**src/inc/lpcg_cfg.svh**
```systemverilog
// Constants of the low power clock gating bank: addresses, bit positions and reset values.
`ifndef LPCG_CFG_SVH
`define LPCG_CFG_SVH

// ==========================================================================
// Address map
`define LPCG_BASE_ADDR      32'h400f_e000
`define LPCG_OFS_RUN        32'h0000_0100
`define LPCG_OFS_SLEEP      32'h0000_0110
`define LPCG_OFS_DEEP       32'h0000_0120
`define LPCG_OFS_CONFIG     32'h0000_01f0
`define LPCG_OFS_STATUS     32'h0000_01f4

// ==========================================================================
// Field positions
`define LPCG_BIT_CAU2       26
`define LPCG_BIT_CAU1       25
`define LPCG_BIT_CAU0       24
`define LPCG_BIT_LPM        6
`define LPCG_BIT_WDOG       3
`define LPCG_BIT_AUTO       0
`define LPCG_STAT_MODE_LSB  8
`define LPCG_STAT_MODE_MSB  10

// ==========================================================================
// Reset values and widths
`define LPCG_GATE_RST       32'h0000_0040
`define LPCG_AUTO_RST       1'b0
`define LPCG_UNITS          5

`endif

```
**src/inc/lpcg_pkg.sv**
```systemverilog
// Types shared by the low power clock gating bank.
`include "lpcg_cfg.svh"

package lpcg_pkg;

   // =======================================================================
   // One enable per gated unit, in register bit order.
   typedef struct packed
   {
      logic cau2;
      logic cau1;
      logic cau0;
      logic lpm;
      logic wdog;
   } lpcg_gate_t;

   typedef enum logic [2:0]
   {
      LPCG_RUN   = 3'b001,
      LPCG_SLEEP = 3'b010,
      LPCG_DEEP  = 3'b100
   } lpcg_mode_t;

   // =======================================================================
   // Placing and picking the gate bits keeps every other position at zero.
   function automatic logic [31:0] lpcg_to_word(input lpcg_gate_t g);
      logic [31:0] w;
      w = 32'h0000_0000;
      w[`LPCG_BIT_CAU2] = g.cau2;
      w[`LPCG_BIT_CAU1] = g.cau1;
      w[`LPCG_BIT_CAU0] = g.cau0;
      w[`LPCG_BIT_LPM]  = g.lpm;
      w[`LPCG_BIT_WDOG] = g.wdog;
      return w;
   endfunction

   function automatic lpcg_gate_t lpcg_from_word(input logic [31:0] w);
      lpcg_gate_t g;
      g.cau2 = w[`LPCG_BIT_CAU2];
      g.cau1 = w[`LPCG_BIT_CAU1];
      g.cau0 = w[`LPCG_BIT_CAU0];
      g.lpm  = w[`LPCG_BIT_LPM];
      g.wdog = w[`LPCG_BIT_WDOG];
      return g;
   endfunction

endpackage

```
**src/rtl/lpcg_mode_sel.sv**
```systemverilog
// Power mode tracker and choice of the gating register in force.
`timescale 1ns/1ps
`default_nettype none

module lpcg_mode_sel
(
   input  wire logic               clk_sys,
   input  wire logic               rst_b,
   input  wire logic               sleep_mode,
   input  wire logic               deep_sleep_mode,
   input  wire logic               auto_clock_gating,
   input  wire lpcg_pkg::lpcg_gate_t run_gate,
   input  wire lpcg_pkg::lpcg_gate_t sleep_gate,
   input  wire lpcg_pkg::lpcg_gate_t deep_gate,
   output var  lpcg_pkg::lpcg_mode_t mode_ff,
   output var  lpcg_pkg::lpcg_gate_t active_gate
);
   import lpcg_pkg::*;

   lpcg_mode_t nxt_mode;

   // ========================================================================
   // Mode tracking; deep sleep outranks sleep.
   always_comb
   begin
      nxt_mode = mode_ff;
      case (mode_ff)
         LPCG_RUN:
         begin
            if (deep_sleep_mode)
               nxt_mode = LPCG_DEEP;
            else if (sleep_mode)
               nxt_mode = LPCG_SLEEP;
         end
         LPCG_SLEEP:
         begin
            if (deep_sleep_mode)
               nxt_mode = LPCG_DEEP;
            else if (!sleep_mode)
               nxt_mode = LPCG_RUN;
         end
         LPCG_DEEP:
         begin
            if (!deep_sleep_mode)
               nxt_mode = sleep_mode ? LPCG_SLEEP : LPCG_RUN;
         end
         default:
            nxt_mode = LPCG_RUN;
      endcase
   end

   always_ff @(posedge clk_sys or negedge rst_b)
   begin
      if (!rst_b)
         mode_ff <= LPCG_RUN;
      else
         mode_ff <= nxt_mode;
   end

   // ========================================================================
   // Register selection.
   always_comb
   begin
      active_gate = run_gate;
      if (auto_clock_gating)
      begin
         if (mode_ff == LPCG_SLEEP)
            active_gate = sleep_gate;
         else if (mode_ff == LPCG_DEEP)
            active_gate = deep_gate;
      end
      else
         active_gate = run_gate;
   end

endmodule

`default_nettype wire

```
**src/rtl/lpcg_top.sv**
```systemverilog
// Low power clock gating bank: APB register file, mode choice and per-unit gates.
//
// Chosen here: the APB register port.
`timescale 1ns/1ps
`default_nettype none

module lpcg_top
(
   input  wire logic                 clk_sys,
   input  wire logic                 rst_b,
   input  wire logic                 psel,
   input  wire logic                 penable,
   input  wire logic                 pwrite,
   input  wire logic [31:0]          paddr,
   input  wire logic [31:0]          pwdata,
   output var  logic [31:0]          prdata,
   output var  logic                 pready,
   output var  logic                 pslverr,
   input  wire logic                 sleep_mode,
   input  wire logic                 deep_sleep_mode,
   input  wire lpcg_pkg::lpcg_gate_t unit_acc_req,
   output var  lpcg_pkg::lpcg_gate_t unit_clk_en,
   output var  lpcg_pkg::lpcg_gate_t unit_acc_ok,
   output var  lpcg_pkg::lpcg_gate_t unit_acc_fault,
   output var  lpcg_pkg::lpcg_mode_t active_mode
);
   import lpcg_pkg::*;

   // ========================================================================
   // Declarations
   lpcg_gate_t  run_clock_gate_0_ff;
   lpcg_gate_t  sleep_clock_gate_0_ff;
   lpcg_gate_t  deep_sleep_clock_gate_0_ff;
   logic        auto_clock_gating_ff;
   lpcg_gate_t  active_gate;
   lpcg_mode_t  mode_ff;
   lpcg_gate_t  wr_gate;
   logic        setup_phase;
   logic        access_done;
   logic        hit_run;
   logic        hit_sleep;
   logic        hit_deep;
   logic        hit_config;
   logic        hit_status;
   logic        hit_any;
   logic [31:0] nxt_prdata;
   logic [31:0] status_word;
   logic [`LPCG_UNITS-1:0] gate_vec;
   logic [`LPCG_UNITS-1:0] req_vec;
   logic [`LPCG_UNITS-1:0] clk_en_vec;
   logic [`LPCG_UNITS-1:0] ok_vec;
   logic [`LPCG_UNITS-1:0] fault_vec;

   // ========================================================================
   // APB phases
   assign setup_phase = psel & ~penable;
   assign access_done = psel & penable & pready;

   // ========================================================================
   // Address decode against the full system address.
   always_comb
   begin
      hit_run    = 1'b0;
      hit_sleep  = 1'b0;
      hit_deep   = 1'b0;
      hit_config = 1'b0;
      hit_status = 1'b0;
      if (paddr == (`LPCG_BASE_ADDR + `LPCG_OFS_RUN))
         hit_run = 1'b1;
      else if (paddr == (`LPCG_BASE_ADDR + `LPCG_OFS_SLEEP))
         hit_sleep = 1'b1;
      else if (paddr == (`LPCG_BASE_ADDR + `LPCG_OFS_DEEP))
         hit_deep = 1'b1;
      else if (paddr == (`LPCG_BASE_ADDR + `LPCG_OFS_CONFIG))
         hit_config = 1'b1;
      else if (paddr == (`LPCG_BASE_ADDR + `LPCG_OFS_STATUS))
         hit_status = 1'b1;
   end

   assign hit_any = hit_run | hit_sleep | hit_deep | hit_config | hit_status;

   // Only the gate positions of a written word are kept.
   assign wr_gate = lpcg_from_word(pwdata);

   // ========================================================================
   // Status word: gates in force and the current mode.
   always_comb
   begin
      status_word = lpcg_to_word(active_gate);
      status_word[`LPCG_STAT_MODE_MSB:`LPCG_STAT_MODE_LSB] = mode_ff;
   end

   // ========================================================================
   // Read data mux; unused positions are zero.
   always_comb
   begin
      nxt_prdata = 32'h0000_0000;
      if (hit_run)
         nxt_prdata = lpcg_to_word(run_clock_gate_0_ff);
      else if (hit_sleep)
         nxt_prdata = lpcg_to_word(sleep_clock_gate_0_ff);
      else if (hit_deep)
         nxt_prdata = lpcg_to_word(deep_sleep_clock_gate_0_ff);
      else if (hit_config)
         nxt_prdata[`LPCG_BIT_AUTO] = auto_clock_gating_ff;
      else if (hit_status)
         nxt_prdata = status_word;
   end

   // ========================================================================
   // APB answer: ready in the first access cycle, error on unmapped addresses.
   always_ff @(posedge clk_sys or negedge rst_b)
   begin
      if (!rst_b)
         pready <= 1'b0;
      else if (setup_phase)
         pready <= 1'b1;
      else if (access_done)
         pready <= 1'b0;
   end

   always_ff @(posedge clk_sys or negedge rst_b)
   begin
      if (!rst_b)
         pslverr <= 1'b0;
      else if (setup_phase)
         pslverr <= ~hit_any;
      else if (access_done)
         pslverr <= 1'b0;
   end

   always_ff @(posedge clk_sys or negedge rst_b)
   begin
      if (!rst_b)
         prdata <= 32'h0000_0000;
      else if (setup_phase && !pwrite)
         prdata <= nxt_prdata;
      else if (access_done)
         prdata <= 32'h0000_0000;
   end

   // ========================================================================
   // Gating registers, written at the completing edge of the access.
   always_ff @(posedge clk_sys or negedge rst_b)
   begin
      if (!rst_b)
         run_clock_gate_0_ff <= lpcg_from_word(`LPCG_GATE_RST);
      else if (access_done && pwrite && hit_run)
         run_clock_gate_0_ff <= wr_gate;
   end

   always_ff @(posedge clk_sys or negedge rst_b)
   begin
      if (!rst_b)
         sleep_clock_gate_0_ff <= lpcg_from_word(`LPCG_GATE_RST);
      else if (access_done && pwrite && hit_sleep)
         sleep_clock_gate_0_ff <= wr_gate;
   end

   always_ff @(posedge clk_sys or negedge rst_b)
   begin
      if (!rst_b)
         deep_sleep_clock_gate_0_ff <= lpcg_from_word(`LPCG_GATE_RST);
      else if (access_done && pwrite && hit_deep)
         deep_sleep_clock_gate_0_ff <= wr_gate;
   end

   always_ff @(posedge clk_sys or negedge rst_b)
   begin
      if (!rst_b)
         auto_clock_gating_ff <= `LPCG_AUTO_RST;
      else if (access_done && pwrite && hit_config)
         auto_clock_gating_ff <= pwdata[`LPCG_BIT_AUTO];
   end

   // ========================================================================
   // Mode tracking and choice of the register in force.
   lpcg_mode_sel u_mode_sel
   (
      .clk_sys           (clk_sys),
      .rst_b             (rst_b),
      .sleep_mode        (sleep_mode),
      .deep_sleep_mode   (deep_sleep_mode),
      .auto_clock_gating (auto_clock_gating_ff),
      .run_gate          (run_clock_gate_0_ff),
      .sleep_gate        (sleep_clock_gate_0_ff),
      .deep_gate         (deep_sleep_clock_gate_0_ff),
      .mode_ff           (mode_ff),
      .active_gate       (active_gate)
   );

   assign active_mode = mode_ff;

   // ========================================================================
   // Per-unit gates; vector order is cau2, cau1, cau0, lpm, wdog from the top.
   assign gate_vec = active_gate;
   assign req_vec  = unit_acc_req;

   genvar gi;
   generate
      for (gi = 0; gi < `LPCG_UNITS; gi = gi + 1)
      begin : g_unit
         lpcg_unit_gate u_gate
         (
            .clk_sys      (clk_sys),
            .rst_b        (rst_b),
            .gate_on      (gate_vec[gi]),
            .acc_req      (req_vec[gi]),
            .clk_en_ff    (clk_en_vec[gi]),
            .acc_ok_ff    (ok_vec[gi]),
            .acc_fault_ff (fault_vec[gi])
         );
      end
   endgenerate

   assign unit_clk_en    = clk_en_vec;
   assign unit_acc_ok    = ok_vec;
   assign unit_acc_fault = fault_vec;

endmodule

`default_nettype wire

```
**src/rtl/lpcg_unit_gate.sv**
```systemverilog
// Clock enable and bus access guard for one gated unit.
`timescale 1ns/1ps
`default_nettype none

module lpcg_unit_gate
(
   input  wire logic clk_sys,
   input  wire logic rst_b,
   input  wire logic gate_on,
   input  wire logic acc_req,
   output var  logic clk_en_ff,
   output var  logic acc_ok_ff,
   output var  logic acc_fault_ff
);

   // ========================================================================
   // Clock enable follows the gating bit in force.
   always_ff @(posedge clk_sys or negedge rst_b)
   begin
      if (!rst_b)
         clk_en_ff <= 1'b0;
      else
         clk_en_ff <= gate_on;
   end

   // ========================================================================
   // An access is judged against the enable the unit actually has now.
   always_ff @(posedge clk_sys or negedge rst_b)
   begin
      if (!rst_b)
      begin
         acc_ok_ff    <= 1'b0;
         acc_fault_ff <= 1'b0;
      end
      else
      begin
         acc_ok_ff    <= acc_req & clk_en_ff;
         acc_fault_ff <= acc_req & ~clk_en_ff;
      end
   end

endmodule

`default_nettype wire

```
**config.mk**
```make
export PLATFORM = sky130hd
export DESIGN_NAME = lpcg_top
export DESIGN_NICKNAME = d
export VERILOG_FILES = /design/src/inc/lpcg_pkg.sv /design/src/rtl/lpcg_mode_sel.sv /design/src/rtl/lpcg_top.sv /design/src/rtl/lpcg_unit_gate.sv
export VERILOG_INCLUDE_DIRS = /design/src /design/src/inc
export SDC_FILE = /design/constraint.sdc
export NUM_CORES = 1
export LEC_CHECK = 0
export ABC_AREA = 1
export BUFFER_PORTS_ARGS = -buffer_cell sky130_fd_sc_hd__buf_4
export CAP_MARGIN = 25
export CORE_MARGIN = 1
export CORE_UTILIZATION = 50
export DETAILED_ROUTE_END_ITERATION = 10
export MAX_ROUTING_LAYER = met4
export PLACE_DENSITY = 0.86
export SKIP_CTS_REPAIR_TIMING = 1
export SYNTH_ARGS = -nofsm -noshare
export SYNTH_HDL_FRONTEND = slang
export SYNTH_SLANG_ARGS = --single-unit
export TNS_END_PERCENT = 20
```
**constraint.sdc**
```tcl
create_clock -name clk_sys -period 3.3 [get_ports clk_sys]
set_clock_uncertainty 0.2 [all_clocks]
set_input_delay 0.165 -clock clk_sys [delete_from_list [all_inputs] [get_ports clk_sys]]
set_output_delay 0.165 -clock clk_sys [all_outputs]
set_load 0.005 [all_outputs]
```
==> impl_summary.md, run 1 <==
Worst setup path
Data on the critical path arrives at its endpoint at 2090 ps. The category of the worst setup path capture point is a register. The highest net fanout along the worst path is 6. The kind of critical path is reg2reg.

The nature of the critical path startpoint is a register. The required time of the worst setup path is 3340 ps.

Synthesis
For this run, the leading register cell type out of synthesis is sky130_fd_sc_hd__dfrtp_1. The synthesized design contains 45 register bits. After synthesis the cells add up to 0.00266 sq mm. Of the synthesized area, sequential elements account for 42.6%.

The synthesis warning total is 0. The top-area cell type share of the netlist area is 38.6%. The count of flip-flops with a built-in enable after synthesis is 0. Counting every instance in the synthesized netlist gives 346.

The cell taking the most area after synthesis is sky130_fd_sc_hd__dfrtp_1. After synthesis, the share of flip-flops with an asynchronous set or reset is 100%. Ranked by total cell area, the synthesized netlist is headed by sky130_fd_sc_hd__dfrtp_1 39%, sky130_fd_sc_hd__nand2_1 13%, sky130_fd_sc_hd__buf_4 11%, sky130_fd_sc_hd__inv_1 6.1%, sky130_fd_sc_hd__nor2_1 4.9%. Counting distinct cell types in the post-synthesis netlist gives 28.

Dividing the synthesized area by the synthesized cell count gives 7.68 sq um.

Timing
Setup violations remaining at the end of the flow were counted as 0. The hold violation count in the final report was 1. The worst max-slew margin expressed relative to the limit is 62.9%.

The final critical path takes up 62.1% of the cycle. After layout, the worst setup slack is 1250 ps. The final max-slew violation count came to 0. The post-route worst hold slack is -12.2 ps. The actual slew at the worst max-slew pin is 557 ps.

The clock period minus worst slack is 2050 ps. Setup repair after global routing left no endpoint under its margin. Adding up every negative setup slack in the final design gives 0 ps. The timing-limited maximum frequency is 488 MHz.

Final layout
Cells with a size suffix above 1 make up 26.4% of the layout. The number of antenna repair diodes is 0. The number of fillers in the final layout is 461.

In the final layout, flip-flops and latches occupy 0.00113 sq mm. The area growth from synthesis to layout is 28.3%. The final cell area excluding filler cells is 0.00341 sq mm.

The library cell used most frequently in the layout, excluding fill and tap cells, is sky130_fd_sc_hd__nand2_1. The library cells used most frequently in the layout, excluding fill and tap cells, are 94 x sky130_fd_sc_hd__nand2_1, 78 x sky130_fd_sc_hd__buf_4, 43 x sky130_fd_sc_hd__inv_1, 41 x sky130_fd_sc_hd__dfrtp_1, 35 x sky130_fd_sc_hd__nor2_1. Measured on the finished design, the core utilization comes to 66.8%. The multi-input gate area in the final layout is 0.00113 sq mm.

The final net count is 507.

Clock tree
The buffer type at the clock tree root is sky130_fd_sc_hd__clkbuf_8. Buffers inserted during clock tree synthesis total 5. The TritonCTS sink count is 45.

The H-tree was split into 2 levels. The post-CTS clock slew at the launch and capture registers of the worst setup and hold paths is 80 ps. TritonCTS built the clock tree. No sink is reached through more buffers than the 2 on the longest clock path. The clock latency of the later-clocked register in the worst-skew pair is 300 ps.

Detailed routing
The total vias in the final route is 2357. The remaining design rule violation count is 0. The routed wire length per instance is 12.0 um. The first detailed-routing pass took 4 iterations.

The wire length after detailed routing is 6040 um. The first routing iteration left 88 violations. Using the TritonRoute via totals, the vias-per-cell ratio works out to 4.70. The count of nets left with antenna violations once routing finished came out at 0.

GRT
The via count of the first global-routing pass was 2158. The number of antenna violations at the first check in global routing is 0. After global routing the overflow that remains totals 0. The maximum number of pins on one net before global-route repair is 46. Global routing used 23.0% of the available tracks across all layers.

The global-route wire length before repair is 9430 um.

Die
The site row count is 26. The initial standard-cell utilization of the core is 52.0%. The die covers 0.00561 sq mm.

The die extent in y is 74.9 um. The number of top-level pins is 128. In this run the horizontal extent of the chip is 74.9 um.

The placeable core area is 0.00511 sq mm.

Placement
The minimum setup slack after placement is 1540 ps. The half-perimeter wire length of the detailed placement result is 4600 um. The final estimated routing congestion in global placement is 0.912. Summing all placed instances gives a cell area of 0.00312 sq mm. During placement, the flow inserted port buffers numbering 78.

Power and ir drop
Across the VDD grid, the largest voltage drop is 0.000221 V. The analysis attributes to cell leakage a power of 0.00185 uW. In this run the power density over the cells is 382 mW/mm^2.

Outcome
The final reports fail on negative hold slack. The flow ran to the end, but the final reports show violations.

Flow run
Across the run, the number of max-cap violations was 0.

Hold path
The class of the most critical hold timing path is in2reg.
-- Yosys cell counts, types with 2 or more instances --
| cell type | number |
|---|---|
| sky130_fd_sc_hd__nand2_1 | 94 |
| sky130_fd_sc_hd__inv_1 | 43 |
| sky130_fd_sc_hd__dfrtp_1 | 41 |
| sky130_fd_sc_hd__buf_4 | 38 |
| sky130_fd_sc_hd__nor2_1 | 35 |
| sky130_fd_sc_hd__nand3_1 | 22 |
| sky130_fd_sc_hd__o21ai_1 | 21 |
| sky130_fd_sc_hd__inv_2 | 6 |
| sky130_fd_sc_hd__nor2_4 | 6 |
| sky130_fd_sc_hd__dfstp_2 | 4 |
| sky130_fd_sc_hd__nand4_1 | 4 |
| sky130_fd_sc_hd__nor2_2 | 4 |
| sky130_fd_sc_hd__o21ai_0 | 4 |
| sky130_fd_sc_hd__nand2_2 | 3 |
| sky130_fd_sc_hd__o22ai_1 | 3 |
| sky130_fd_sc_hd__clkinv_1 | 2 |
| sky130_fd_sc_hd__nand3_4 | 2 |
| sky130_fd_sc_hd__nand3b_1 | 2 |
| sky130_fd_sc_hd__nand4_4 | 2 |
| sky130_fd_sc_hd__o211ai_1 | 2 |
-- where the power goes --
group / switching [uW] / internal (uW)
Combinational: 133 / 130
Clock: 181 / 247
Sequential: 24.5 / 585
Total: 339 / 963
-- state kept, by name (all words and copies together) (netlist names) --
name,cells
prdata,9
deep_sleep_clock_gate_0_ff,5
g_unit.u_gate.acc_fault_ff,5
g_unit.u_gate.acc_ok_ff,5
g_unit.u_gate.clk_en_ff,5
run_clock_gate_0_ff,5
sleep_clock_gate_0_ff,5
u_mode_sel.mode_ff,3
auto_clock_gating_ff,1
pready,1
pslverr,1
-- per-stage QoR --
stage	std cells	total power, uW
6_report	502	1300
5_1_grt	502	1380
4_1_cts	485	1280
3_5_place_dp	477	855
3_3_place_gp	477	847
2_1_floorplan	368	760
-- worst paths after layout --
kind                            slack [ps]                                      end                                 start  cells past startpoint
min in group asynchronous              220         auto_clock_gating_ff$_DFFE_PN0P_                                 rst_b                      2
worst min-delay path                   -10                   prdata[25]$_DFFE_PN0P_                                pwrite                      4
worst max-delay path                  1250        u_mode_sel.mode_ff[0]$_DFFE_PN1P_     u_mode_sel.mode_ff[0]$_DFFE_PN1P_                      5
worst min register to register         240  g_unit[4].u_gate.acc_fault_ff$_DFF_PN0_  g_unit[4].u_gate.clk_en_ff$_DFF_PN0_                      1
worst max register to register        1250        u_mode_sel.mode_ff[0]$_DFFE_PN1P_     u_mode_sel.mode_ff[0]$_DFFE_PN1P_                      5
max in group asynchronous             2310        u_mode_sel.mode_ff[0]$_DFFE_PN1P_                                 rst_b                      2
-- kinds of logic after synthesis --
logic type      synth area share, %
other cells                   0.141
buf+inv                        18.1
compound gates                 6.87
simple gates                   32.3
flops                          42.6
-- worst max-delay path, stage by stage, from the launching register on --
cell and delay (ps):
sky130_fd_sc_hd__dfstp_2 550, sky130_fd_sc_hd__inv_1 60, sky130_fd_sc_hd__nand3_1 200, sky130_fd_sc_hd__inv_1 130
sky130_fd_sc_hd__o32ai_1 260, sky130_fd_sc_hd__dlygate4sd3_1 590
-- area by class of cell --
type,count,area share [%]
tap,70,2.57
sequential,45,33.2
clock buffer,7,2.53
multi-input combinational,233,33.1
inverter,51,5.61
clock inverter,1,0.881
timing repair buffer,95,22.2
-- layer usage --
| metal | share of wire [%] | GRT usage (%) | routed length (um) | up-vias |
|---|---|---|---|---|
| met3 | 4.9 | 4.42 | 295 | 15 |
| met4 | 2.0 | 7.55 | 123 | 0 |
| li1 | - | - | - | 1187 |
| met5 | 0 | - | 0 | - |
| met2 | 50 | 39.0 | 3000 | 90 |
| met1 | 43 | 27.4 | 2630 | 1065 |
No activity file was read; power rests on OpenSTA's default activity.
==> run 2, diff against run 1 <==
ABC_AREA = 0   (was 1)
CORE_UTILIZATION = 42   (was 50)
PLACE_DENSITY = 0.77   (was 0.86)
clock period = 1.7 ns   (was 3.3 ns; I/O delays follow)
==> impl_summary.md, run 2 <==
GRT
The maximum number of pins on one net before global-route repair came to 46 (unchanged). The via count of the first global-routing pass came to 2066 (-4.3%). The number of antenna violations at the first check in global routing is 0 (unchanged). The remaining global-route overflow is 0 (unchanged). The global-route wire length before repair is 9780 um (+3.7%). The overall track demand over capacity in global routing came to 20.2% (-2.8 points).

Detailed routing
The wire length after detailed routing is 6270 um (+3.7%). The violation count after the first detailed-routing iteration came to 144 (+64%). The total vias in the final route is 2139 (-9.2%). The routed wire length per instance is 15.2 um (+26%). The remaining design rule violation count is 0 (unchanged).

The number of routed nets with antenna violations is 0 (unchanged). The mean number of vias per cell is 5.19 (+11%). The total iterations of the first detailed-routing run is 4 (unchanged).

Die
The die area is 0.00650 sq mm (+16%). The placeable core area is 0.00596 sq mm (+17%). The initial standard-cell utilization of the core was 43.6% (-8.4 points). The site row count is 28 (+7.7%). The number of top-level pins was 128 (unchanged).

The chip width was 80.6 um (+7.6%). The die extent in y is 80.6 um (+7.6%).

Final layout
The multi-input gate area in the final layout is 0.00126 sq mm (+12%). The most common cell after layout, fill and taps aside is sky130_fd_sc_hd__buf_4. The top register by number of flip-flops is prdata.

The number of antenna repair diodes came to 0 (unchanged). The signed area change from the synthesized netlist to the final layout is 41.0%. The sequential cell area came to 0.00113 sq mm (unchanged). The final net count is 412 (-19%). In the layout the commonest cells are 108 x sky130_fd_sc_hd__buf_4, 41 x sky130_fd_sc_hd__dfrtp_1, 23 x sky130_fd_sc_hd__conb_1, 15 x sky130_fd_sc_hd__dlygate4sd3_1, 11 x sky130_fd_sc_hd__nor2b_1. The final cell area excluding filler cells was 0.00366 sq mm (+7.3%). The layout cell share with drive strength beyond 1 was 47.2% (+21 points). The flip-flop count of the largest register after layout came to 9 (unchanged).

The number of fillers in the final layout is 487 (+5.6%).

Synthesis
The sequential cell area fraction in the yosys report is 43.6% (+1.0 points). Among all flip-flop cells after synthesis, the most frequent one is sky130_fd_sc_hd__dfrtp_1. The most common cell in the synthesized netlist is sky130_fd_sc_hd__dfrtp_1. In the post-synthesis netlist, the biggest area contributors are sky130_fd_sc_hd__dfrtp_1 40%, sky130_fd_sc_hd__buf_4 11%, sky130_fd_sc_hd__mux2_2 5.6%, sky130_fd_sc_hd__dfstp_2 4.0%, sky130_fd_sc_hd__nor4_4 3.3%. The post-synthesis cell count is 227 (-34%). The combined area of all synthesized cells was 0.00260 sq mm (-2.3%). The count of flip-flops with a built-in enable after synthesis is 0 (unchanged). The average instance area after synthesis is 11.4 sq um (+49%).

The synthesis warning total came to 0 (unchanged). The count of distinct cell types in the synthesized netlist is 46 (+64%). The commonest cells after synthesis are 41 x sky130_fd_sc_hd__dfrtp_1, 38 x sky130_fd_sc_hd__buf_4, 13 x sky130_fd_sc_hd__mux2_2.

The flip-flop and latch count after synthesis came to 45 (unchanged). The share of synthesized flip-flops with an asynchronous set or reset came to 100% (unchanged). The top-area cell type share of the netlist area was 39.5% (+0.91 points).

The cell taking the most area after synthesis is sky130_fd_sc_hd__dfrtp_1.

Timing
The final max-slew violation count is 0 (unchanged). The worst max-slew margin expressed relative to the limit is 62.7% (-0.18 points). The portion of the clock cycle consumed by the worst path in the final layout is 106% (+44 points).

The least setup slack across all paths after layout is -104 ps (-1350 ps). Setup repair after global routing could not meet its margin everywhere. The hold violation count in the final report came to 0 (-1). The actual slew at the worst max-slew pin was 560 ps (+2.64 ps). The timing-limited maximum frequency came to 554 MHz (+14%). The clock period minus worst slack came to 1800 ps (-245 ps). The final setup violation count is 12 (+12).

Placement
The final estimated routing congestion in global placement is 0.832 (-8.7%). The half-perimeter wire length of the detailed placement result is 4520 um (-1.8%). The count of input and output buffers is 78 (unchanged). The total cell area at the placement stage was 0.00334 sq mm (+6.8%). The minimum setup slack after placement is -192 ps (-1730 ps).

Clock tree
The TritonCTS clock tree is built. The root buffer cell chosen for the clock tree is sky130_fd_sc_hd__clkbuf_8. The deepest clock path buffer count was 2 (unchanged). The clock buffer count from CTS is 5 (unchanged). The H-tree level count is 2 (unchanged).

The post-CTS clock slew at the launch and capture registers of the worst setup and hold paths was 90 ps (about the same). The TritonCTS sink count is 45 (unchanged). The clock latency of the later-clocked register in the worst-skew pair came to 300 ps (about the same).

Worst setup path
The arrival time of the worst setup path is 1790 ps (-300 ps). STA classifies the critical path endpoint as a register. The kind of critical path is reg2reg. The required time of the worst setup path is 1690 ps (-1650 ps).

The worst setup path is launched from a register. The highest net fanout along the worst path came to 5 (-1).

Hold path
The class of the most critical hold timing path is in2reg.

Power and ir drop
The static power due to leakage came to 0.00181 uW (-2.3%). The peak supply drop is 0.000706 V (+220%). The power per cell area came to 745 mW/mm^2 (+95%).

Outcome
The run finished, with violations left. The final reports fail on negative setup slack.

Flow run
The reported max-cap violation count is 0 (unchanged).
-- run 2: final timing paths --
path / startpoint / to / slack (ps) / depth (start not counted)
max: pready$_DFFE_PN0P_ / run_clock_gate_0_ff[4]$_DFFE_PN0P_ / -100 / 6
min: psel / pslverr$_DFFE_PN0P_ / 10 / 4
max reg2reg: pready$_DFFE_PN0P_ / run_clock_gate_0_ff[4]$_DFFE_PN0P_ / -100 / 6
min reg2reg: g_unit[4].u_gate.clk_en_ff$_DFF_PN0_ / g_unit[4].u_gate.acc_fault_ff$_DFF_PN0_ / 250 / 1
max in group asynchronous: rst_b / u_mode_sel.mode_ff[0]$_DFFE_PN1P_ / 790 / 2
min in group asynchronous: rst_b / g_unit[3].u_gate.acc_ok_ff$_DFF_PN0_ / 110 / 2
-- run 2: logic make-up (layout without fill, tap and decap cells) --
family,count (synthesis),in the layout,synth area share [%]
AND/OR/NAND/NOR,68,68,21.1
buffers and inverters,51,139,13.0
flip-flops,45,45,43.6
AO/OA/AOI/OAI,39,39,11.8
multiplexers,22,22,10.1
other,1,23,0.144
XOR/XNOR,1,1,0.337
-- run 2: area by class of cell --
class	count	share of cell area (%)
multi-input cells	153	34.5
flip-flops and latches	45	30.9
repair buffers	127	28.0
well taps	75	2.56
clock buffers	5	1.88
clock inverters	3	1.78
inverters	4	0.410
-- run 2: worst max-delay path, stage by stage (launching register included) --
cell,delay (ps)
sky130_fd_sc_hd__dfrtp_1,360
sky130_fd_sc_hd__and4_4,220
sky130_fd_sc_hd__nand4_4,140
sky130_fd_sc_hd__buf_6,170
sky130_fd_sc_hd__nor4_4,130
sky130_fd_sc_hd__buf_6,170
sky130_fd_sc_hd__mux2_4,290
-- run 2: per-layer routing --
metal	track usage, %	wire [um]	vias up	share of wire (%)
met5	-	0	-	0
met4	3.57	86	0	1.4
met3	5.68	382	11	6.1
met2	34.2	3210	85	51
met1	24.1	2590	1055	41
li1	-	-	988	-
-- run 2: stage by stage --
step	util (%)	setup TNS, ps	std cells	hold slack [ps]	total power (uW)
floorplan	-	-369	249	-411	1470
global placement	56.0	-2030	389	-88.8	1740
detailed placement	56.0	-2580	389	-83.8	1750
CTS	58.3	-1370	397	-414	2700
global route	61.4	-1800	412	57.4	2860
finish	61.4	-690	412	11.8	2730
-- run 2: where the power goes --
part / switching [uW] / leakage, uW / total, uW / internal, uW
Combinational: 285 / 0.00114 / 615 / 330
Clock: 369 / 0.0000681 / 953 / 584
Sequential: 39.3 / 0.000597 / 1160 / 1120
